### config.mk
export PLATFORM = sky130hd
export DESIGN_NAME = pra_host_flat
export DESIGN_NICKNAME = d
export VERILOG_FILES = /design/src/rtl/pra_pkg.sv /design/src/rtl/pra_link_if.sv /design/src/rtl/pra_host.sv /design/src/flat_wrapper.sv
export VERILOG_INCLUDE_DIRS = /design/src /design/src/rtl
export SDC_FILE = /design/constraint.sdc
export NUM_CORES = 1
export LEC_CHECK = 0
export BUFFER_PORTS_ARGS = -buffer_cell sky130_fd_sc_hd__buf_2
export CORE_MARGIN = 2
export CORE_UTILIZATION = 62
export DETAILED_ROUTE_END_ITERATION = 10
export GPL_ROUTABILITY_DRIVEN = 0
export PLACE_DENSITY = 0.88
export SYNTH_ARGS = -nofsm -noshare
export SYNTH_HDL_FRONTEND = slang
export SYNTH_SLANG_ARGS = --single-unit
### constraint.sdc
create_clock -name clk -period 5.5 [get_ports clk]
set_input_delay 0.825 -clock clk [delete_from_list [all_inputs] [get_ports clk]]
set_output_delay 0.825 -clock clk [all_outputs]
set_load 0.05 [all_outputs]
### src/rtl/pra_map.svh
`ifndef PRA_MAP_SVH
`define PRA_MAP_SVH

// ----------------------------------------------------------------
// device register map, full 11-bit addresses {page, offset}; the page selector is a 7-bit offset
// ----------------------------------------------------------------
`define PRA_PAGE_SEL 7'h7f
`define PRA_PAGE_RST 8'h00
`define PRA_TRIM_MSB 11'h00b
`define PRA_TRIM_B1 11'h00c
`define PRA_TRIM_B2 11'h00d
`define PRA_TRIM_LSB 11'h00e
`define PRA_TRIM_RST 32'h046a_aaab
`define PRA_HOLD 11'h180
`define PRA_HOLD_ON 8'h01
`define PRA_HOLD_RST 8'h00
`define PRA_STICKY 11'h181
`define PRA_FINE_DUR 11'h420
`define PRA_FINE_STAT 11'h421
`define PRA_LOOP_LO 11'h300
`define PRA_LOOP_HI 11'h31f

// ----------------------------------------------------------------
// controller registers on the avalon side (byte addresses)
// ----------------------------------------------------------------
`define PRA_AV_ADDR 4'h0
`define PRA_AV_WDATA 4'h4
`define PRA_AV_CTRL 4'h8
`define PRA_AV_STAT 4'hc
`define PRA_CTRL_GO 0
`define PRA_CTRL_WE 1
`define PRA_STAT_BUSY 0
`define PRA_STAT_OERR 1
`define PRA_STAT_RD_LSB 8

// ----------------------------------------------------------------
// timing
// ----------------------------------------------------------------
`define PRA_CLK_NS 10
`define PRA_FINE_UNIT_NS 286720
`define PRA_FINE_UNIT_CYC (`PRA_FINE_UNIT_NS / `PRA_CLK_NS)
`define PRA_SAME_GAP_MS 25
`define PRA_SAME_GAP_CYC (`PRA_SAME_GAP_MS * 1000000 / `PRA_CLK_NS)
`define PRA_LOOP_GAP_US 600
`define PRA_LOOP_GAP_CYC (`PRA_LOOP_GAP_US * 1000 / `PRA_CLK_NS)
`define PRA_SETTLE_MS 100
`define PRA_SETTLE_CYC (`PRA_SETTLE_MS * 1000000 / `PRA_CLK_NS)

`endif

### src/rtl/pra_pkg.sv
package pra_pkg;
   typedef logic [10:0] pra_addr_t;
   typedef logic [7:0] pra_byte_t;
   typedef enum {
      S_IDLE,
      S_START,
      S_PWAIT,
      S_GAP,
      S_AWAIT
   } pra_hst_state_t;
endpackage

### src/rtl/pra_link_if.sv
`timescale 1ns/1ps
// byte-wide register link standing in for the serial port framing
interface pra_link_if;
   logic req;
   logic we;
   logic [6:0] addr;
   logic [7:0] wdata;
   logic ack;
   logic [7:0] rdata;
   modport dev (input req, we, addr, wdata, output ack, rdata);
   modport host (output req, we, addr, wdata, input ack, rdata);
endinterface

### src/rtl/pra_host.sv
// The Avalon-MM slave port was decided locally.
`timescale 1ns/1ps
`include "pra_map.svh"

module pra_host
   import pra_pkg::*;
#(
   parameter int SAME_GAP_CYC = `PRA_SAME_GAP_CYC,
   parameter int LOOP_GAP_CYC = `PRA_LOOP_GAP_CYC,
   parameter int SETTLE_CYC = `PRA_SETTLE_CYC
) (
   // link to the device
   pra_link_if.host link,
   // clock and reset
   input wire logic clk,
   input wire logic rst_b,
   // avalon-mm slave
   input wire logic [3:0] avs_address,
   input wire logic avs_read,
   input wire logic avs_write,
   input wire logic [31:0] avs_writedata,
   output logic [31:0] avs_readdata,
   output logic avs_waitrequest
);

   // ----------------------------------------------------------------
   // state
   // ----------------------------------------------------------------
   pra_hst_state_t state_q;
   pra_hst_state_t state_d;
   pra_addr_t cmd_addr_q;
   logic [7:0] cmd_wd_q;
   logic cmd_we_q;
   logic err_q;
   logic [7:0] rd_q;
   logic [3:0] page_q;
   pra_addr_t exp_q;
   pra_addr_t last_q;
   logic settle_q;
   logic [23:0] gap_q;
   logic req_q;
   logic we_q;
   logic [6:0] addr_q;
   logic [7:0] wd_q;
   logic req_d;
   logic we_d;
   logic [6:0] addr_d;
   logic [7:0] wd_d;

   // ----------------------------------------------------------------
   // avalon decode
   // ----------------------------------------------------------------
   // one wait cycle per access keeps readdata a registered output
   wire av_req = (avs_read | avs_write) & avs_waitrequest;
   wire av_wr = avs_write & ~avs_waitrequest;
   wire idle = state_q == S_IDLE;
   wire wr_addr = av_wr & (avs_address == `PRA_AV_ADDR) & idle;
   wire wr_wd = av_wr & (avs_address == `PRA_AV_WDATA) & idle;
   wire wr_ctrl = av_wr & (avs_address == `PRA_AV_CTRL) & idle;
   wire go = wr_ctrl & avs_writedata[`PRA_CTRL_GO];
   wire clr_err = av_wr & (avs_address == `PRA_AV_STAT) & avs_writedata[`PRA_STAT_OERR];
   wire [31:0] stat_word = {16'h0000, rd_q, 6'h00, err_q, ~idle};
   wire [31:0] rd_word = (avs_address == `PRA_AV_ADDR) ? {21'h0, cmd_addr_q} :
      (avs_address == `PRA_AV_WDATA) ? {24'h00_0000, cmd_wd_q} :
      (avs_address == `PRA_AV_CTRL) ? {30'h0, cmd_we_q, 1'b0} :
      (avs_address == `PRA_AV_STAT) ? stat_word : 32'h0000_0000;

   always_ff @(posedge clk or negedge rst_b) begin
      if (!rst_b) begin
         avs_waitrequest <= 1'b1;
         avs_readdata <= 32'h0000_0000;
      end else begin
         avs_waitrequest <= ~av_req;
         if (av_req) begin
            avs_readdata <= rd_word;
         end
      end
   end

   // command registers, writable only while idle
   always_ff @(posedge clk or negedge rst_b) begin
      if (!rst_b) begin
         cmd_addr_q <= 11'h000;
         cmd_wd_q <= 8'h00;
         cmd_we_q <= 1'b0;
      end else begin
         if (wr_addr) begin
            cmd_addr_q <= avs_writedata[10:0];
         end
         if (wr_wd) begin
            cmd_wd_q <= avs_writedata[7:0];
         end
         if (wr_ctrl) begin
            cmd_we_q <= avs_writedata[`PRA_CTRL_WE];
         end
      end
   end

   // ----------------------------------------------------------------
   // order check on the wide trim value
   // ----------------------------------------------------------------
   wire in_trim = (cmd_addr_q >= `PRA_TRIM_MSB) && (cmd_addr_q <= `PRA_TRIM_LSB);
   wire start = state_q == S_START;
   wire bad_order = start & in_trim & (cmd_addr_q != exp_q);
   wire [10:0] exp_next = (cmd_addr_q == `PRA_TRIM_LSB || bad_order) ?
      `PRA_TRIM_MSB : cmd_addr_q + 11'h001;

   // error flag: a new fault beats a clear in the same cycle
   always_ff @(posedge clk or negedge rst_b) begin
      if (!rst_b) begin
         exp_q <= `PRA_TRIM_MSB;
         err_q <= 1'b0;
      end else begin
         if (start && in_trim) begin
            exp_q <= exp_next;
         end
         err_q <= bad_order | (err_q & ~clr_err);
      end
   end

   // ----------------------------------------------------------------
   // write spacing
   // ----------------------------------------------------------------
   // page select and reads never wait; a repeated register waits 25ms,
   // loop offset words 600us, any write after the trim lsb the settle
   wire is_sel = cmd_addr_q[6:0] == `PRA_PAGE_SEL;
   wire in_loop = (cmd_addr_q >= `PRA_LOOP_LO) && (cmd_addr_q <= `PRA_LOOP_HI);
   wire same = cmd_addr_q == last_q;
   wire [23:0] need_same = !same ? 24'h00_0000 :
      in_loop ? 24'(LOOP_GAP_CYC) : 24'(SAME_GAP_CYC);
   wire [23:0] need = (settle_q && need_same < 24'(SETTLE_CYC)) ?
      24'(SETTLE_CYC) : need_same;
   wire gap_ok = !cmd_we_q || is_sel || (gap_q >= need);
   wire data_wr = (state_q == S_GAP) & req_d & we_d & ~is_sel;

   always_ff @(posedge clk or negedge rst_b) begin
      if (!rst_b) begin
         gap_q <= 24'hff_ffff;
         last_q <= 11'h7ff;
         settle_q <= 1'b0;
      end else if (data_wr) begin
         gap_q <= 24'h00_0000;
         last_q <= cmd_addr_q;
         settle_q <= cmd_addr_q == `PRA_TRIM_LSB;
      end else if (gap_q != 24'hff_ffff) begin
         gap_q <= gap_q + 24'h00_0001;
      end
   end

   // ----------------------------------------------------------------
   // link sequencer
   // ----------------------------------------------------------------
   // maps the page first when it differs, then spaces the access
   always_comb begin
      state_d = state_q;
      req_d = 1'b0;
      we_d = we_q;
      addr_d = addr_q;
      wd_d = wd_q;
      case (state_q)
         S_IDLE: begin
            if (go) begin
               state_d = S_START;
            end
         end
         S_START: begin
            state_d = S_GAP;
            if (!is_sel && cmd_addr_q[10:7] != page_q) begin
               req_d = 1'b1;
               we_d = 1'b1;
               addr_d = `PRA_PAGE_SEL;
               wd_d = {4'h0, cmd_addr_q[10:7]};
               state_d = S_PWAIT;
            end
         end
         S_PWAIT: begin
            if (link.ack) begin
               state_d = S_GAP;
            end
         end
         S_GAP: begin
            if (gap_ok) begin
               req_d = 1'b1;
               we_d = cmd_we_q;
               addr_d = cmd_addr_q[6:0];
               wd_d = cmd_wd_q;
               state_d = S_AWAIT;
            end
         end
         S_AWAIT: begin
            if (link.ack) begin
               state_d = S_IDLE;
            end
         end
         default: state_d = S_IDLE;
      endcase
   end

   always_ff @(posedge clk or negedge rst_b) begin
      if (!rst_b) begin
         state_q <= S_IDLE;
         req_q <= 1'b0;
         we_q <= 1'b0;
         addr_q <= 7'h00;
         wd_q <= 8'h00;
      end else begin
         state_q <= state_d;
         req_q <= req_d;
         we_q <= we_d;
         addr_q <= addr_d;
         wd_q <= wd_d;
      end
   end

   // page mirror and read capture on the answer
   wire acked = link.ack & ((state_q == S_PWAIT) | (state_q == S_AWAIT));

   always_ff @(posedge clk or negedge rst_b) begin
      if (!rst_b) begin
         page_q <= 4'h0;
         rd_q <= 8'h00;
      end else if (acked) begin
         if (we_q && addr_q == `PRA_PAGE_SEL) begin
            page_q <= wd_q[3:0];
         end
         if (!we_q) begin
            rd_q <= link.rdata;
         end
      end
   end

   assign link.req = req_q;
   assign link.we = we_q;
   assign link.addr = addr_q;
   assign link.wdata = wd_q;

endmodule

### src/flat_wrapper.sv
// flat-port wrapper written by rule: the top's interface ports become plain ports
module pra_host_flat import pra_pkg::*;
#(
   parameter int SAME_GAP_CYC = `PRA_SAME_GAP_CYC,
   parameter int LOOP_GAP_CYC = `PRA_LOOP_GAP_CYC,
   parameter int SETTLE_CYC = `PRA_SETTLE_CYC
)
  (clk, rst_b, avs_address, avs_read, avs_write, avs_writedata, avs_readdata, avs_waitrequest, link_req, link_we, link_addr, link_wdata, link_ack, link_rdata);
  pra_link_if link_i ();
  input wire logic clk;
  input wire logic rst_b;
  input wire logic [3:0] avs_address;
  input wire logic avs_read;
  input wire logic avs_write;
  input wire logic [31:0] avs_writedata;
  output logic [31:0] avs_readdata;
  output logic avs_waitrequest;
  output wire logic [$bits(link_i.req)-1:0] link_req;
  output wire logic [$bits(link_i.we)-1:0] link_we;
  output wire logic [$bits(link_i.addr)-1:0] link_addr;
  output wire logic [$bits(link_i.wdata)-1:0] link_wdata;
  input wire logic [$bits(link_i.ack)-1:0] link_ack;
  input wire logic [$bits(link_i.rdata)-1:0] link_rdata;
  assign link_req = link_i.req;
  assign link_we = link_i.we;
  assign link_addr = link_i.addr;
  assign link_wdata = link_i.wdata;
  assign link_i.ack = link_ack;
  assign link_i.rdata = link_rdata;
  pra_host #(.SAME_GAP_CYC(SAME_GAP_CYC), .LOOP_GAP_CYC(LOOP_GAP_CYC), .SETTLE_CYC(SETTLE_CYC)) u_core (.link(link_i), .clk(clk), .rst_b(rst_b), .avs_address(avs_address), .avs_read(avs_read), .avs_write(avs_write), .avs_writedata(avs_writedata), .avs_readdata(avs_readdata), .avs_waitrequest(avs_waitrequest));
endmodule
==> flow_metrics.env <==
export IMPL_status="finished clean"
export IMPL_tritoncts_num_buffers=17
export IMPL_die_height_microns=104.8
export IMPL_setup_violations=0
export IMPL_synth_enable_flop_cells=0
export IMPL_clk_pin_slew_ns=0.06
export IMPL_antenna_left=0
export IMPL_finalSetupTns_ns=0
export IMPL_layout_cells_most_common="sky130_fd_sc_hd__dfrtp_1"
export IMPL_synth_sequential_area_ratio_pct=47.27
export IMPL_ff_latch_area_sq_um=2977
export IMPL_grt_max_degree=71
export IMPL_worstSkewPairLatency_ns=0.53
export IMPL_grt_util_all_layers_pct=28.48
export IMPL_cp_data_required_time_ns=5.94
export IMPL_timing_clock_skew_ns=0.009872
export IMPL_tritoncts="built"
export IMPL_postSynth_asyncResetShare_pct=100.0
export IMPL_netlist_cell_type_count=60
export IMPL_drv_cap=0
export IMPL_placedInstanceArea_sq_um=6669
export IMPL_cts_path_max_buffers=2
export IMPL_numPortBuffers=61
export IMPL_drcViolationCount=0
export IMPL_layout_nets=721
export IMPL_cts_repair_timing_setup_buffer_count=0
export IMPL_average_routed_wire_per_standard_cell_microns=18.36
export IMPL_route_final_wire_length_mm=14.63
export IMPL_p_per_area_nw_per_um2=537.9
export IMPL_cts_root_buffer="sky130_fd_sc_hd__clkbuf_8"
export IMPL_final_setup_worst_slack_ns=0.7899
export IMPL_top_library_cells_by_usage_in_the_layout_fill_and_taps_aside="78 x sky130_fd_sc_hd__dfrtp_1, 60 x sky130_fd_sc_hd__buf_2, 49 x sky130_fd_sc_hd__nand2_1"
export IMPL_detailedRoute_firstPassIterationCount=5
export IMPL_post_cts_resize_count=0
export IMPL_placed_cells=765
export IMPL_avgSynthCellArea_sq_um=10.67
export IMPL_inserted_diodes=0
export IMPL_fp_dieW_microns=104.8
export IMPL_h_tree_levels=4
export IMPL_timing_hold_worst_class="input port to asynchronous set/reset pin"
export IMPL_critical_path_startpoint_type="flop"
export IMPL_initial_utilization_pct=64.13
export IMPL_worst_hold_slack_ns=0.4103
export IMPL_post_dp_hpwl_mm=10.05
export IMPL_hold_viol=0
export IMPL_stdcell_area_sq_um=7268
export IMPL_worst_path_arrival_time_ns=5.15
export IMPL_core_sq_um=9819
export IMPL_die_area_sq_um=10980
export IMPL_cts_hold_fix_buffers=0
export IMPL_via_density=6.148
export IMPL_global_route_wire_length_before_repair_mm=24.74
export IMPL_vdd_drop_max_uv=422.4
export IMPL_core_occupancy_in_the_finished_layout_pct=74.02
export IMPL_filler_cells_inserted=611
export IMPL_dr_total_vias=4900
export IMPL_max_slew_margin_rel_pct=42.07
export IMPL_post_layout_total_power_mw=3.909
export IMPL_cts_num_sinks=117
export IMPL_finalCritPeriodShare_pct=85.64
export IMPL_final_layout_size_suffix_gt1_share_pct=29.82
export IMPL_ys_seq_elements=117
export IMPL_worst_slew_pin_slew_ns=0.8610
export IMPL_max_freq_mhz=212.3
export IMPL_drt_iter0_markers=387
export IMPL_endpoint_kind="flop"
export IMPL_synth_flop_cell="sky130_fd_sc_hd__dfrtp_1"
export IMPL_number_of_standard_cells_after_synthesis=590
export IMPL_dpl_worst_slack_ns=0.9141
export IMPL_critical_path_class="flop to flop"
export IMPL_sum_of_overflow_across_all_layers_after_global_routing=0
export IMPL_vias_in_the_first_global_route=5019
export IMPL_area_growth_pct=15.42
export IMPL_timing_critical_path_fanout_max=26
export IMPL_io_pins=99
export IMPL_fin_cells=797
export IMPL_mappedNetlistArea_sq_um=6297
export IMPL_antenna_found_initial=0
export IMPL_finalCriticalPeriod_ns=4.710
export IMPL_total_area_of_multi_input_combinational_cells_sq_um=3079
export IMPL_p_leak_nw=3.222
export IMPL_placement_rows=36
export IMPL_unrepaired_setup_endpoints_after_global_routing="false"
export IMPL_timing_final_max_slew_violations=0
export IMPL_ys_warnings_count=0
-- synthesized netlist by cell type (4+ instances only) --
cell type                  count  area share, %
sky130_fd_sc_hd__dfrtp_1      78             31
sky130_fd_sc_hd__nand2_1      49            2.9
sky130_fd_sc_hd__mux2_2       46            8.2
sky130_fd_sc_hd__nor2_1       41            2.4
sky130_fd_sc_hd__dfstp_2      39             16
sky130_fd_sc_hd__xnor2_1      35            4.9
sky130_fd_sc_hd__o21ai_0      23            1.8
sky130_fd_sc_hd__clkbuf_1     22            1.3
sky130_fd_sc_hd__ha_1         21            4.2
sky130_fd_sc_hd__nor3_1       20            1.6
sky130_fd_sc_hd__buf_4        18            2.1
sky130_fd_sc_hd__a21oi_1      17            1.4
sky130_fd_sc_hd__nand3_1      16            1.3
sky130_fd_sc_hd__nand4_1      15            1.5
sky130_fd_sc_hd__xor2_1       14            1.9
sky130_fd_sc_hd__nor4_1       13            1.3
sky130_fd_sc_hd__inv_1        11           0.66
sky130_fd_sc_hd__nand4b_1      8            1.1
sky130_fd_sc_hd__nor2b_1       8           0.79
sky130_fd_sc_hd__nor4b_1       8            1.1
sky130_fd_sc_hd__and3_1        7           0.70
sky130_fd_sc_hd__o32ai_1       7           0.97
sky130_fd_sc_hd__mux2i_1       6           0.95
sky130_fd_sc_hd__a22oi_1       4           0.48
sky130_fd_sc_hd__a32oi_1       4           0.56
sky130_fd_sc_hd__buf_2         4           0.32
sky130_fd_sc_hd__mux2_1        4           0.72
sky130_fd_sc_hd__o211ai_1      4           0.48
-- critical path, stage by stage, from the launching register on --
cell,delay [ns]
sky130_fd_sc_hd__dfrtp_1,0.70
sky130_fd_sc_hd__xnor2_1,0.20
sky130_fd_sc_hd__nand4_1,0.17
sky130_fd_sc_hd__nor4_1,0.62
sky130_fd_sc_hd__nand2_1,0.32
sky130_fd_sc_hd__ha_1,0.41
sky130_fd_sc_hd__a211o_1,0.31
sky130_fd_sc_hd__a21o_1,0.19
sky130_fd_sc_hd__a211o_1,0.26
sky130_fd_sc_hd__a31oi_4,0.60
sky130_fd_sc_hd__a211oi_4,0.31
sky130_fd_sc_hd__buf_4,0.31
sky130_fd_sc_hd__nor3_1,0.20
-- registers in the layout, summed over array words and instances (netlist names), 7 cells and up --
register	count
u_core.gap_q	24
u_core.avs_readdata	16
u_core.cmd_addr_q	11
u_core.exp_q	11
u_core.last_q	11
u_core.cmd_wd_q	8
u_core.link.wdata	8
u_core.rd_q	8
u_core.link.addr	7
-- cell type report --
class,count,area share (%)
sequential,117,40.95
multi-input combinational,430,42.37
clock inverter,10,2.014
inverter,11,0.5681
timing repair buffer,74,5.578
tap,133,2.290
clock buffer,22,6.232
-- metal layers --
| layer | vias to the layer above | GRT usage, % | part of all wire, % | routed length [microns] |
|---|---|---|---|---|
| li1 | 2217 | - | - | - |
| met4 | 0 | 12.00 | 2.1 | 300 |
| met2 | 259 | 46.71 | 49 | 7228 |
| met1 | 2395 | 35.99 | 41 | 5936 |
| met5 | - | 0 | 0 | 0 |
| met3 | 29 | 7.174 | 8.0 | 1164 |
-- power by group --
part	switching, mW	internal (mW)	total (mW)	leakage, nW
clock	0.393	0.718	1.11	0.290
sequential	0.235	1.10	1.34	1.43
combinational	0.908	0.555	1.46	1.50
total	1.54	2.37	3.91	3.22
-- cell families (layout without fill, tap and decap cells) --
family | count (synthesis) | after routing | share of synthesized area (%)
other | 1 | 16 | 0.05955
XOR/XNOR | 49 | 49 | 6.815
multiplexers | 57 | 57 | 10.25
adder cells (fa/ha/maj) | 21 | 21 | 4.172
flip-flops | 117 | 117 | 47.27
buffers and inverters | 58 | 117 | 4.729
AO/OA/AOI/OAI | 83 | 83 | 9.061
AND/OR/NAND/NOR | 204 | 204 | 17.64
-- final timing paths --
kind	start	to	slack (ns)	cells past startpoint
max	u_core.cmd_addr_q[4]	u_core.gap_q[12]	0.79	12
min	rst_b	u_core.avs_readdata[14]	0.41	1
max reg2reg	u_core.cmd_addr_q[4]	u_core.gap_q[12]	0.79	12
min reg2reg	u_core.avs_readdata[10]	u_core.avs_readdata[10]	0.47	2
max in group asynchronous	rst_b	u_core.gap_q[11]	3.98	2
min in group clk	u_core.avs_readdata[10]	u_core.avs_readdata[10]	0.47	2
Power figures use the tool's default switching activity.
